--- src/design/slt_map.svh ---
// Purpose: Register map, field positions, reset values, timing counts
// Assumes: 250 MHz clock, 10 ms scan tick
// Notes:   Word index times four gives the byte offset
//
// Functional notes
// RULE1 - Pulse timer output never exceeds programmed time
// RULE2 - Short range 10 ms to 1098,3 s
// RULE3 - Inverted pulse: low on falling edge
// RULE4 - Pulse restart option restarts on change
// RULE5 - Follower copies input, clipped after time
// RULE6 - Follower restart: full-time high, rise restarts
// RULE7 - Rising delay: output high after time
// RULE8 - Inverted delay: output drops after time
// RULE9 - Delay restart option resets on change
// RULE10 - Extended range 0.5 s to 54915 s
// RULE11 - Long delay exposes elapsed time optionally
// RULE12 - Comparator high when elapsed reaches threshold
// RULE13 - Threshold range 0.5 s to 54910 s
// RULE14 - Comparator fed only by long delay
// RULE15 - Delay line drops output after time
// RULE16 - Short gaps still give delayed pulse
// RULE17 - Square wave only while enabled
// RULE18 - Period range 100 ms to 1098,3 s
// RULE19 - Duty from selectors, default fifty percent
// RULE20 - At most one selector, except 10+80
// RULE21 - Whole scan ticks, edge before expiry
`ifndef SLT_MAP_SVH
`define SLT_MAP_SVH

// ****************************************
// Register word indices
// ****************************************
`define SLT_WI_CTRL 6'h00
`define SLT_WI_TM0  6'h01
`define SLT_WI_STAT 6'h09
`define SLT_WI_ELAP 6'h0a
`define SLT_NTM     6'h08

// ****************************************
// Control bits and reset value
// ****************************************
`define SLT_B_CPT_RISE  0
`define SLT_B_CPT_RT    1
`define SLT_B_BF_RT     2
`define SLT_B_DLY_RISE  3
`define SLT_B_DLY_RT    4
`define SLT_B_LDLY_RISE 5
`define SLT_B_LDLY_RT   6
`define SLT_B_LDLY_TVAL 7
`define SLT_CTRL_RST    8'h29

// ****************************************
// Time ranges, in 10 ms or 0.5 s units
// ****************************************
`define SLT_TW        17
`define SLT_SHORT_MIN 17'h00001
`define SLT_SHORT_MAX 17'h1ad06
`define SLT_LONG_MIN  17'h00001
`define SLT_LONG_MAX  17'h1ad06
`define SLT_THR_MAX   17'h1acfc
`define SLT_PER_MIN   17'h0000a

// ****************************************
// Timing
// ****************************************
`define SLT_CLK_NS      4
`define SLT_TICK_NS     10000000
`define SLT_TICK_CYC    (`SLT_TICK_NS / `SLT_CLK_NS)
`define SLT_TICK_MS     10
`define SLT_HALF_MS     500
`define SLT_HALF_TICKS  (`SLT_HALF_MS / `SLT_TICK_MS)
`define SLT_PULSE_TICKS 2'h2

`endif

--- src/design/slt_pkg.sv ---
// Purpose: Types shared by the timer operator block
// Assumes: Nothing
// Notes:   Carriers for operator inputs and outputs
package slt_pkg;

	typedef struct packed {
		logic       cpt;
		logic       bf;
		logic [1:0] dly;
		logic [1:0] dln;
		logic       sq_en;
		logic [6:0] duty;
	} slt_in_s;

	typedef struct packed {
		logic       cpt;
		logic       bf;
		logic [1:0] dly;
		logic       cmp;
		logic [1:0] dln;
		logic       sq;
	} slt_out_s;

endpackage

--- src/design/slt_timer.sv ---
// Purpose: Tick-counting timer used by the pulse, follower, delay and delay line operators
// Assumes: i_tick is a one-cycle enable
// Notes:   Start wins over stop and over expiry
module slt_timer #(
	parameter int W = 17
) (
	input  wire logic         i_clk,    // Clock
	input  wire logic         i_arst_n, // Async reset, low
	input  wire logic         i_tick,   // Time base enable
	input  wire logic         i_start,  // Clear and run
	input  wire logic         i_stop,   // Clear run
	input  wire logic [W-1:0] i_limit,  // Ticks to expiry
	output logic              o_run,    // Timing
	output logic              o_done,   // Expiry pulse
	output logic      [W-1:0] o_count   // Elapsed ticks
);

	wire [W-1:0] cnt_inc = o_count + 1'b1;

	always_ff @(posedge i_clk or negedge i_arst_n) begin
		if (!i_arst_n) begin
			o_run   <= 1'b0;
			o_done  <= 1'b0;
			o_count <= '0;
		end else begin
			o_done <= 1'b0;
			if (i_start) begin // [RULE21]
				o_run   <= 1'b1;
				o_count <= '0;
			end else if (i_stop) begin
				o_run <= 1'b0;
			end else if (o_run && i_tick) begin // [RULE21]
				o_count <= cnt_inc;
				if (cnt_inc >= i_limit) begin
					o_run  <= 1'b0;
					o_done <= 1'b1;
				end
			end
		end
	end

endmodule

--- src/design/slt_top.sv ---
// Purpose: Timer operators of a safety logic program
// Assumes: Operator inputs synchronous to i_clk
// Notes:   Wishbone classic slave, one wait state
//
// The placing of the registers and the Wishbone interface to the registers were chosen for this implementation.
`include "slt_map.svh"

module slt_top
	import slt_pkg::*;
#(
	parameter int TICK_CYC = `SLT_TICK_CYC
) (
	input  wire logic        i_clk,      // 250 MHz clock
	input  wire logic        i_arst_n,   // Async reset, low
	input  wire logic        i_wb_cyc,   // Bus cycle
	input  wire logic        i_wb_stb,   // Strobe
	input  wire logic        i_wb_we,    // Write enable
	input  wire logic [7:0]  i_wb_adr,   // Byte address
	input  wire logic [31:0] i_wb_dat,   // Write data
	input  wire logic [3:0]  i_wb_sel,   // Byte enables
	output logic      [31:0] o_wb_dat,   // Read data
	output logic             o_wb_ack,   // Acknowledge
	input  wire slt_in_s     i_ops,      // Operator inputs
	output slt_out_s         o_ops,      // Operator outputs
	output logic      [16:0] o_elapsed   // Long delay elapsed
);

	localparam int TW = `SLT_TW;
	localparam int NT = 8;
	localparam int DW = $clog2(TICK_CYC);
	localparam logic [TW-1:0] TMIN [NT] = '{
		`SLT_SHORT_MIN, `SLT_SHORT_MIN, `SLT_SHORT_MIN, `SLT_LONG_MIN,
		`SLT_LONG_MIN, `SLT_SHORT_MIN, `SLT_LONG_MIN, `SLT_PER_MIN};
	localparam logic [TW-1:0] TMAX [NT] = '{
		`SLT_SHORT_MAX, `SLT_SHORT_MAX, `SLT_SHORT_MAX, `SLT_LONG_MAX,
		`SLT_THR_MAX, `SLT_SHORT_MAX, `SLT_LONG_MAX, `SLT_SHORT_MAX};

	function automatic logic [31:0] bmerge(input logic [31:0] old, input logic [31:0] nw,
		input logic [3:0] sel);
		logic [31:0] r;
		r = old;
		for (int b = 0; b < 4; b++) begin
			if (sel[b]) begin
				r[8*b +: 8] = nw[8*b +: 8];
			end
		end
		return r;
	endfunction

	function automatic logic [TW-1:0] clampt(input logic [31:0] v, input logic [TW-1:0] lo,
		input logic [TW-1:0] hi);
		logic [TW-1:0] r;
		r = v[TW-1:0];
		if (v < 32'(lo)) begin
			r = lo;
		end else if (v > 32'(hi)) begin
			r = hi;
		end
		return r;
	endfunction

	// Tenths of the period spent high
	function automatic logic [3:0] duty_tenths(input logic [6:0] s);
		logic [3:0] d;
		case (s)
			7'h00:   d = 4'h5;
			7'h01:   d = 4'h1;
			7'h02:   d = 4'h2;
			7'h04:   d = 4'h3;
			7'h08:   d = 4'h4;
			7'h10:   d = 4'h6;
			7'h20:   d = 4'h7;
			7'h40:   d = 4'h8;
			7'h41:   d = 4'h9;
			default: d = 4'h5;
		endcase
		return d;
	endfunction

	// ****************************************
	// Scan tick dividers
	// ****************************************
	logic [DW-1:0] div_reg;
	logic [5:0]    half_reg;
	logic          tick_reg;
	logic          htick_reg;

	wire div_end  = (div_reg == DW'(TICK_CYC - 1));
	wire half_end = div_end && (half_reg == 6'(`SLT_HALF_TICKS - 1));

	always_ff @(posedge i_clk or negedge i_arst_n) begin
		if (!i_arst_n) begin
			div_reg   <= '0;
			half_reg  <= '0;
			tick_reg  <= 1'b0;
			htick_reg <= 1'b0;
		end else begin
			div_reg   <= div_end ? '0 : div_reg + 1'b1;
			tick_reg  <= div_end;
			htick_reg <= half_end;
			if (div_end) begin
				half_reg <= half_end ? '0 : half_reg + 1'b1;
			end
		end
	end

	// ****************************************
	// Register file and bus slave
	// ****************************************
	logic [7:0]    ctrl_reg;
	logic [TW-1:0] tm_reg [NT];
	logic [TW-1:0] elap_reg;
	slt_out_s      ops_reg;
	slt_out_s      ops_next;
	logic          ack_reg;
	logic [31:0]   rdat_reg;

	wire [5:0] wi       = i_wb_adr[7:2];
	wire       wb_req   = i_wb_cyc && i_wb_stb && !ack_reg;
	wire       wb_wr    = wb_req && i_wb_we;
	wire       hit_ctl  = (wi == `SLT_WI_CTRL);
	wire       hit_tm   = (wi >= `SLT_WI_TM0) && (wi < `SLT_WI_TM0 + `SLT_NTM);
	wire       hit_stat = (wi == `SLT_WI_STAT);
	wire       hit_elap = (wi == `SLT_WI_ELAP);
	wire [2:0] tsel     = 3'(wi - `SLT_WI_TM0);

	wire [31:0]   ctl_wr = bmerge({24'h0, ctrl_reg}, i_wb_dat, i_wb_sel);
	wire [31:0]   tm_wr  = bmerge(32'(tm_reg[tsel]), i_wb_dat, i_wb_sel);
	wire [TW-1:0] tm_new = clampt(tm_wr, TMIN[tsel], TMAX[tsel]); // [RULE2] [RULE10] [RULE13] [RULE18]

	wire [31:0] rd_next = hit_ctl  ? {24'h0, ctrl_reg} :
	                      hit_tm   ? 32'(tm_reg[tsel]) :
	                      hit_stat ? {24'h0, ops_reg} :
	                      hit_elap ? 32'(elap_reg) : 32'h0;

	always_ff @(posedge i_clk or negedge i_arst_n) begin
		if (!i_arst_n) begin
			ack_reg  <= 1'b0;
			rdat_reg <= 32'h0;
			ctrl_reg <= `SLT_CTRL_RST;
			for (int i = 0; i < NT; i++) begin
				tm_reg[i] <= TMIN[i];
			end
		end else begin
			ack_reg <= wb_req;
			if (wb_req) begin
				rdat_reg <= rd_next;
			end
			if (wb_wr && hit_ctl) begin
				ctrl_reg <= ctl_wr[7:0];
			end
			if (wb_wr && hit_tm) begin
				tm_reg[tsel] <= tm_new;
			end
		end
	end

	assign o_wb_ack  = ack_reg;
	assign o_wb_dat  = rdat_reg;
	assign o_ops     = ops_reg;
	assign o_elapsed = elap_reg;

	// ****************************************
	// Input edges and options
	// ****************************************
	slt_in_s prev_reg;
	slt_in_s rise_s;
	slt_in_s fall_s;

	assign rise_s = i_ops & ~prev_reg;
	assign fall_s = ~i_ops & prev_reg;

	wire cpt_rise = ctrl_reg[`SLT_B_CPT_RISE];
	wire cpt_rt   = ctrl_reg[`SLT_B_CPT_RT];
	wire bf_rt    = ctrl_reg[`SLT_B_BF_RT];
	wire tval     = ctrl_reg[`SLT_B_LDLY_TVAL];
	wire [1:0] d_rm = {ctrl_reg[`SLT_B_LDLY_RISE], ctrl_reg[`SLT_B_DLY_RISE]};
	wire [1:0] d_rt = {ctrl_reg[`SLT_B_LDLY_RT], ctrl_reg[`SLT_B_DLY_RT]};

	// ****************************************
	// Capped pulse timer
	// ****************************************
	logic          c_run;
	logic [TW-1:0] c_cnt;

	wire c_chg   = rise_s.cpt | fall_s.cpt;
	wire c_trig  = cpt_rise ? rise_s.cpt : fall_s.cpt; // [RULE3]
	wire c_start = (c_trig && !c_run) || (cpt_rt && c_chg && c_run); // [RULE4]

	slt_timer #(.W(TW)) u_cpt (
		.i_clk    (i_clk),
		.i_arst_n (i_arst_n),
		.i_tick   (tick_reg),
		.i_start  (c_start),
		.i_stop   (1'b0),
		.i_limit  (tm_reg[0]),
		.o_run    (c_run),
		.o_done   (),
		.o_count  (c_cnt)
	);

	// Output follows the timer alone, so input level cannot stretch it
	assign ops_next.cpt = cpt_rise ? c_run : !c_run; // [RULE1] [RULE3]

	// ****************************************
	// Bounded follower
	// ****************************************
	logic b_run;

	slt_timer #(.W(TW)) u_bf (
		.i_clk    (i_clk),
		.i_arst_n (i_arst_n),
		.i_tick   (tick_reg),
		.i_start  (rise_s.bf),
		.i_stop   (fall_s.bf && !bf_rt), // [RULE5] [RULE6]
		.i_limit  (tm_reg[1]),
		.o_run    (b_run),
		.o_done   (),
		.o_count  ()
	);

	assign ops_next.bf = bf_rt ? b_run : (i_ops.bf && b_run); // [RULE5] [RULE6]

	// ****************************************
	// Delays and delay lines, short and long
	// ****************************************
	logic [1:0]    d_done;
	logic [1:0]    l_run;
	logic [1:0]    l_done;
	logic [TW-1:0] d_cnt [2];
	logic [1:0]    pls_reg [2];

	for (genvar k = 0; k < 2; k++) begin : g_lane
		wire tk      = (k == 0) ? tick_reg : htick_reg;
		wire d_in    = i_ops.dly[k];
		wire d_chg   = rise_s.dly[k] | fall_s.dly[k];
		wire d_edge  = d_rm[k] ? rise_s.dly[k] : fall_s.dly[k]; // [RULE7] [RULE8]
		wire d_start = d_rt[k] ? d_chg : d_edge; // [RULE9]
		wire d_stop  = d_rm[k] && !d_rt[k] && fall_s.dly[k];
		wire l_start = fall_s.dln[k] && !l_run[k]; // [RULE15]

		slt_timer #(.W(TW)) u_dly (
			.i_clk    (i_clk),
			.i_arst_n (i_arst_n),
			.i_tick   (tk),
			.i_start  (d_start),
			.i_stop   (d_stop),
			.i_limit  (tm_reg[2+k]),
			.o_run    (),
			.o_done   (d_done[k]),
			.o_count  (d_cnt[k])
		);

		slt_timer #(.W(TW)) u_dln (
			.i_clk    (i_clk),
			.i_arst_n (i_arst_n),
			.i_tick   (tk),
			.i_start  (l_start),
			.i_stop   (1'b0),
			.i_limit  (tm_reg[5+k]),
			.o_run    (l_run[k]),
			.o_done   (l_done[k]),
			.o_count  ()
		);

		assign ops_next.dly[k] = d_rm[k] ? (d_in && (ops_reg.dly[k] || d_done[k])) : // [RULE7]
			(rise_s.dly[k] || (ops_reg.dly[k] && !(d_done[k] && !d_in))); // [RULE8]

		// A fall while the line runs is not timed again, so it is merged
		assign ops_next.dln[k] = !l_done[k] && (pls_reg[k] == 2'h0) &&
			(i_ops.dln[k] || ops_reg.dln[k]); // [RULE15] [RULE16]

		always_ff @(posedge i_clk or negedge i_arst_n) begin
			if (!i_arst_n) begin
				pls_reg[k] <= 2'h0;
			end else if (l_done[k]) begin
				pls_reg[k] <= `SLT_PULSE_TICKS; // [RULE16]
			end else if (pls_reg[k] != 2'h0 && tick_reg) begin
				pls_reg[k] <= pls_reg[k] - 1'b1;
			end
		end
	end

	// ****************************************
	// Elapsed value and comparator
	// ****************************************
	wire [TW-1:0] elap_next = tval ? d_cnt[1] : '0; // [RULE11] [RULE14]

	assign ops_next.cmp = (elap_reg >= tm_reg[4]); // [RULE12]

	// ****************************************
	// Square wave source
	// ****************************************
	logic [TW-1:0] ph_reg;

	wire [3:0]    duty  = duty_tenths(i_ops.duty); // [RULE19] [RULE20]
	wire [TW-1:0] per   = tm_reg[7];
	wire          ph_end = (ph_reg >= per - 1'b1);
	wire [20:0]   ph10  = 21'(ph_reg) * 21'h0000a;
	wire [20:0]   pd    = 21'(per) * 21'(duty);

	assign ops_next.sq = i_ops.sq_en && (ph10 < pd); // [RULE17] [RULE19]

	always_ff @(posedge i_clk or negedge i_arst_n) begin
		if (!i_arst_n) begin
			ph_reg <= '0;
		end else if (!i_ops.sq_en) begin
			ph_reg <= '0; // [RULE17]
		end else if (tick_reg) begin
			ph_reg <= ph_end ? '0 : ph_reg + 1'b1;
		end
	end

	// ****************************************
	// Operator state
	// ****************************************
	always_ff @(posedge i_clk or negedge i_arst_n) begin
		if (!i_arst_n) begin
			prev_reg <= '0;
			ops_reg  <= '0;
			elap_reg <= '0;
		end else begin
			prev_reg <= i_ops;
			ops_reg  <= ops_next;
			elap_reg <= elap_next;
		end
	end
endmodule

--- config.mk ---
export PLATFORM = sky130hd
export DESIGN_NAME = slt_top
export DESIGN_NICKNAME = d
export VERILOG_FILES = /design/src/design/slt_pkg.sv /design/src/design/slt_timer.sv /design/src/design/slt_top.sv
export VERILOG_INCLUDE_DIRS = /design/src /design/src/design
export SDC_FILE = /design/constraint.sdc
export NUM_CORES = 1
export LEC_CHECK = 0
export BUFFER_PORTS_ARGS = -buffer_cell sky130_fd_sc_hd__buf_2
export CORE_MARGIN = 2
export CORE_UTILIZATION = 50
export CTS_CLUSTER_DIAMETER = 40
export DETAILED_ROUTE_END_ITERATION = 10
export PLACE_DENSITY_LB_ADDON = 0.15
export SETUP_SLACK_MARGIN = 0.4
export SYNTH_ARGS = -nofsm -noshare
export SYNTH_HDL_FRONTEND = slang
export SYNTH_SLANG_ARGS = --single-unit
--- constraint.sdc ---
create_clock -name i_clk -period 5.48 [get_ports i_clk]
set_input_delay 0.548 -clock i_clk [delete_from_list [all_inputs] [get_ports i_clk]]
set_output_delay 0.548 -clock i_clk [all_outputs]
set_load 0.05 [all_outputs]
==> impl_metrics.env <==
export IMPL_status="finished, violations left"
export IMPL_violations="setup timing"
export IMPL_yosysWarningCount=0
export IMPL_area_sequential_sq_um=8924
export IMPL_die_w_um=228.3
export IMPL_fin_crit_sh_pct=103.1
export IMPL_num_rows=82
export IMPL_die_y_um=228.3
export IMPL_clk_latency_ns=0.60
export IMPL_fin_nets=3296
export IMPL_slew_headroom_pct=17.21
export IMPL_place_hpwl_um=58930
export IMPL_finalCriticalPeriod_ns=5.652
export IMPL_grt_ovfl_total=0
export IMPL_cts_sinks=356
export IMPL_slew_viol_final=0
export IMPL_routed_wl_um=77360
export IMPL_largest_reg_flops=119
export IMPL_cp_max_fo=5
export IMPL_worst_pin_slew_ns=1.239
export IMPL_drc=0
export IMPL_synth_top_cells_by_count="dfrtp_1 (344), nand2_1 (309), o21ai_0 (280)"
export IMPL_htree_levels=3
export IMPL_dieArea_sq_um=52140
export IMPL_cts_buffer_depth=3
export IMPL_drtPass1Iterations=6
export IMPL_setup_violations=1
export IMPL_grt_max_degree=149
export IMPL_cp_top_family="compound AO/OA/AOI/OAI gates"
export IMPL_synth_top_cell_area_share_pct=34.21
export IMPL_port_buffers=103
export IMPL_drt_iter0_drc=1684
export IMPL_cp_num_cells=29
export IMPL_p_leak_nw=14.18
export IMPL_vias=21379
export IMPL_regToRegStartpoint="per[1]"
export IMPL_grt_pass1_vias=20967
export IMPL_start_util_pct=50.36
export IMPL_crit_buf_inv=4
export IMPL_crit_path_start_kind="primary input"
export IMPL_seq_area_frac_synth_pct=35.46
export IMPL_crit_path_frequent_cell="a21o_1"
export IMPL_synth_edf_count=0
export IMPL_crit_path_end_kind="register"
export IMPL_multiInputGateArea_sq_um=15080
export IMPL_cts_tree="done"
export IMPL_wl_per_cell_um=20.98
export IMPL_antenna_found_initial=4
export IMPL_whs_ns=0.02272
export IMPL_power_density_nw_per_um2=275.5
export IMPL_layout_cells_non_filler=3687
export IMPL_synth_cell_types=90
export IMPL_num_io_pins=121
export IMPL_r2r_end="o_ops[0]"
export IMPL_synthArstFlopShare_pct=100.0
export IMPL_ff2ff_path_depth=24
export IMPL_synth_area_leaders="dfrtp_1 (34%), ha_1 (12%), o21ai_0 (5.6%)"
export IMPL_grt_usage_pct=29.91
export IMPL_ctsRootBufferMaster="clkbuf_16"
export IMPL_grt_pass1_wl_um=120700
export IMPL_synth_top_flop_cell="dfrtp_1"
export IMPL_drive_above_1_share_pct=14.84
export IMPL_clock_skew_ns=0.05140
export IMPL_syn_inst=2795
export IMPL_viasPerCell=5.798
export IMPL_synth_avg_cell_area_sq_um=9.003
export IMPL_slowest_stage="fa_1"
export IMPL_gp_congestion=0.9455
export IMPL_yosys_cell_count_top_type="dfrtp_1"
export IMPL_ir_worst_vdd_uv=257.6
export IMPL_cpPeakStageDelay_ns=0.51
export IMPL_final_util_pct=58.71
export IMPL_rsz0062_at_grt="true"
export IMPL_fillers=4475
export IMPL_core_area_sq_um=49970
export IMPL_syn_to_final_growth_pct=16.58
export IMPL_regToRegSetupSlack_ns=0.21
export IMPL_fmax_mhz=176.9
export IMPL_total_power_mw=8.082
export IMPL_yosysTopAreaCell="dfrtp_1"
export IMPL_syn_area_sq_um=25160
export IMPL_ant_nets=0
export IMPL_synth_seq_cells=356
export IMPL_hold_violations=0
export IMPL_worstPathRequired_ns=5.93
export IMPL_placed_cells=3561
export IMPL_path_clk_slew_ns=0.04
export IMPL_hold_path_class="in2async"
export IMPL_cts_buffers_inserted=66
export IMPL_worstSetupPathType="in2reg"
export IMPL_finalWorstSetupSlack_ns=-0.1725
export IMPL_drv_cap=0
export IMPL_worst_ep_arrival_time_ns=6.11
[layout make-up]
cell class                      count  area share [%]
Timing Repair Buffer              207           4.679
Tap cell                          672           2.866
Inverter                          223           2.858
Clock buffer                       79           6.040
Antenna cell                        2         0.01706
Sequential cell                   356           30.42
Clock inverter                     43           1.723
Multi-Input combinational cell   2105           51.40
[logic make-up after synthesis]
| group | Yosys count | synth area share [%] |
|---|---|---|
| buffers and inverters | 348 | 5.659 |
| xor gates and xnor gates | 184 | 6.509 |
| adders and majority gates | 274 | 14.55 |
| muxes | 77 | 4.256 |
| AOI/OAI and AO/OA | 633 | 15.82 |
| DFF | 356 | 35.46 |
| other | 1 | 0.01490 |
| and+or+nand+nor | 922 | 17.73 |
[layout by cell type (no fill, tap or decap), types with 47 or more instances in the layout]
cell	synthesis	final
nor2_1	170	168
xor2_1	115	114
o21ai_0	280	275
a21oi_1	94	89
nor3_1	50	47
clkbuf_16	0	67
nand2_1	309	308
and2_1	77	74
dfrtp_1	344	344
xnor2_1	67	67
ha_1	243	239
buf_2	9	102
and3_1	74	74
a21o_1	48	48
inv_1	221	219
nand3_1	82	82
buf_4	18	98
[how the worst max path moves through the flow]
stage	startpoint	to	slack, ns
after detailed placement	i_ops[0]	o_ops[0]	-1.03
after global routing	i_ops[0]	o_ops[0]	-0.42
final	i_ops[0]	o_ops[0]	-0.17
after CTS	i_ops[0]	o_ops[0]	-0.17
after floorplan	i_ops[5]	o_ops[0]	-0.55
after global placement	i_ops[0]	o_ops[0]	-0.90
[report_power, final]
group	switching (mW)	internal [mW]	total, mW
sequential	0.117	2.72	2.83
combinational	0.670	0.414	1.08
clock	1.52	2.64	4.16
total	2.31	5.78	8.08
[metrics by stage]
stage	area (sq um)	setup TNS, ns	worst slack (ns)
finish	29330	-0.1725	-0.1725
global route	29330	-0.4204	-0.4204
CTS	29270	-0.1742	-0.1742
detailed placement	26940	-1.029	-1.029
global placement	26940	-0.9028	-0.9028
floorplan	25330	-0.5507	-0.5507
[what timing repair did]
action,CTS,global route
pin swaps,10,2
cloned,0,0
endpoints found under the setup margin,1,1
hold buffers,0,0
resized for setup,10,12
buffers inserted,1,0
[routing by layer]
metal	GRT usage, %	vias to the layer above	share of wire, %
li1	-	10077	-
met1	38.97	10408	42
met2	47.88	718	46
met3	6.549	176	7.6
met4	13.44	0	4.5
met5	0	-	0
(Power assumes the default switching activity.)
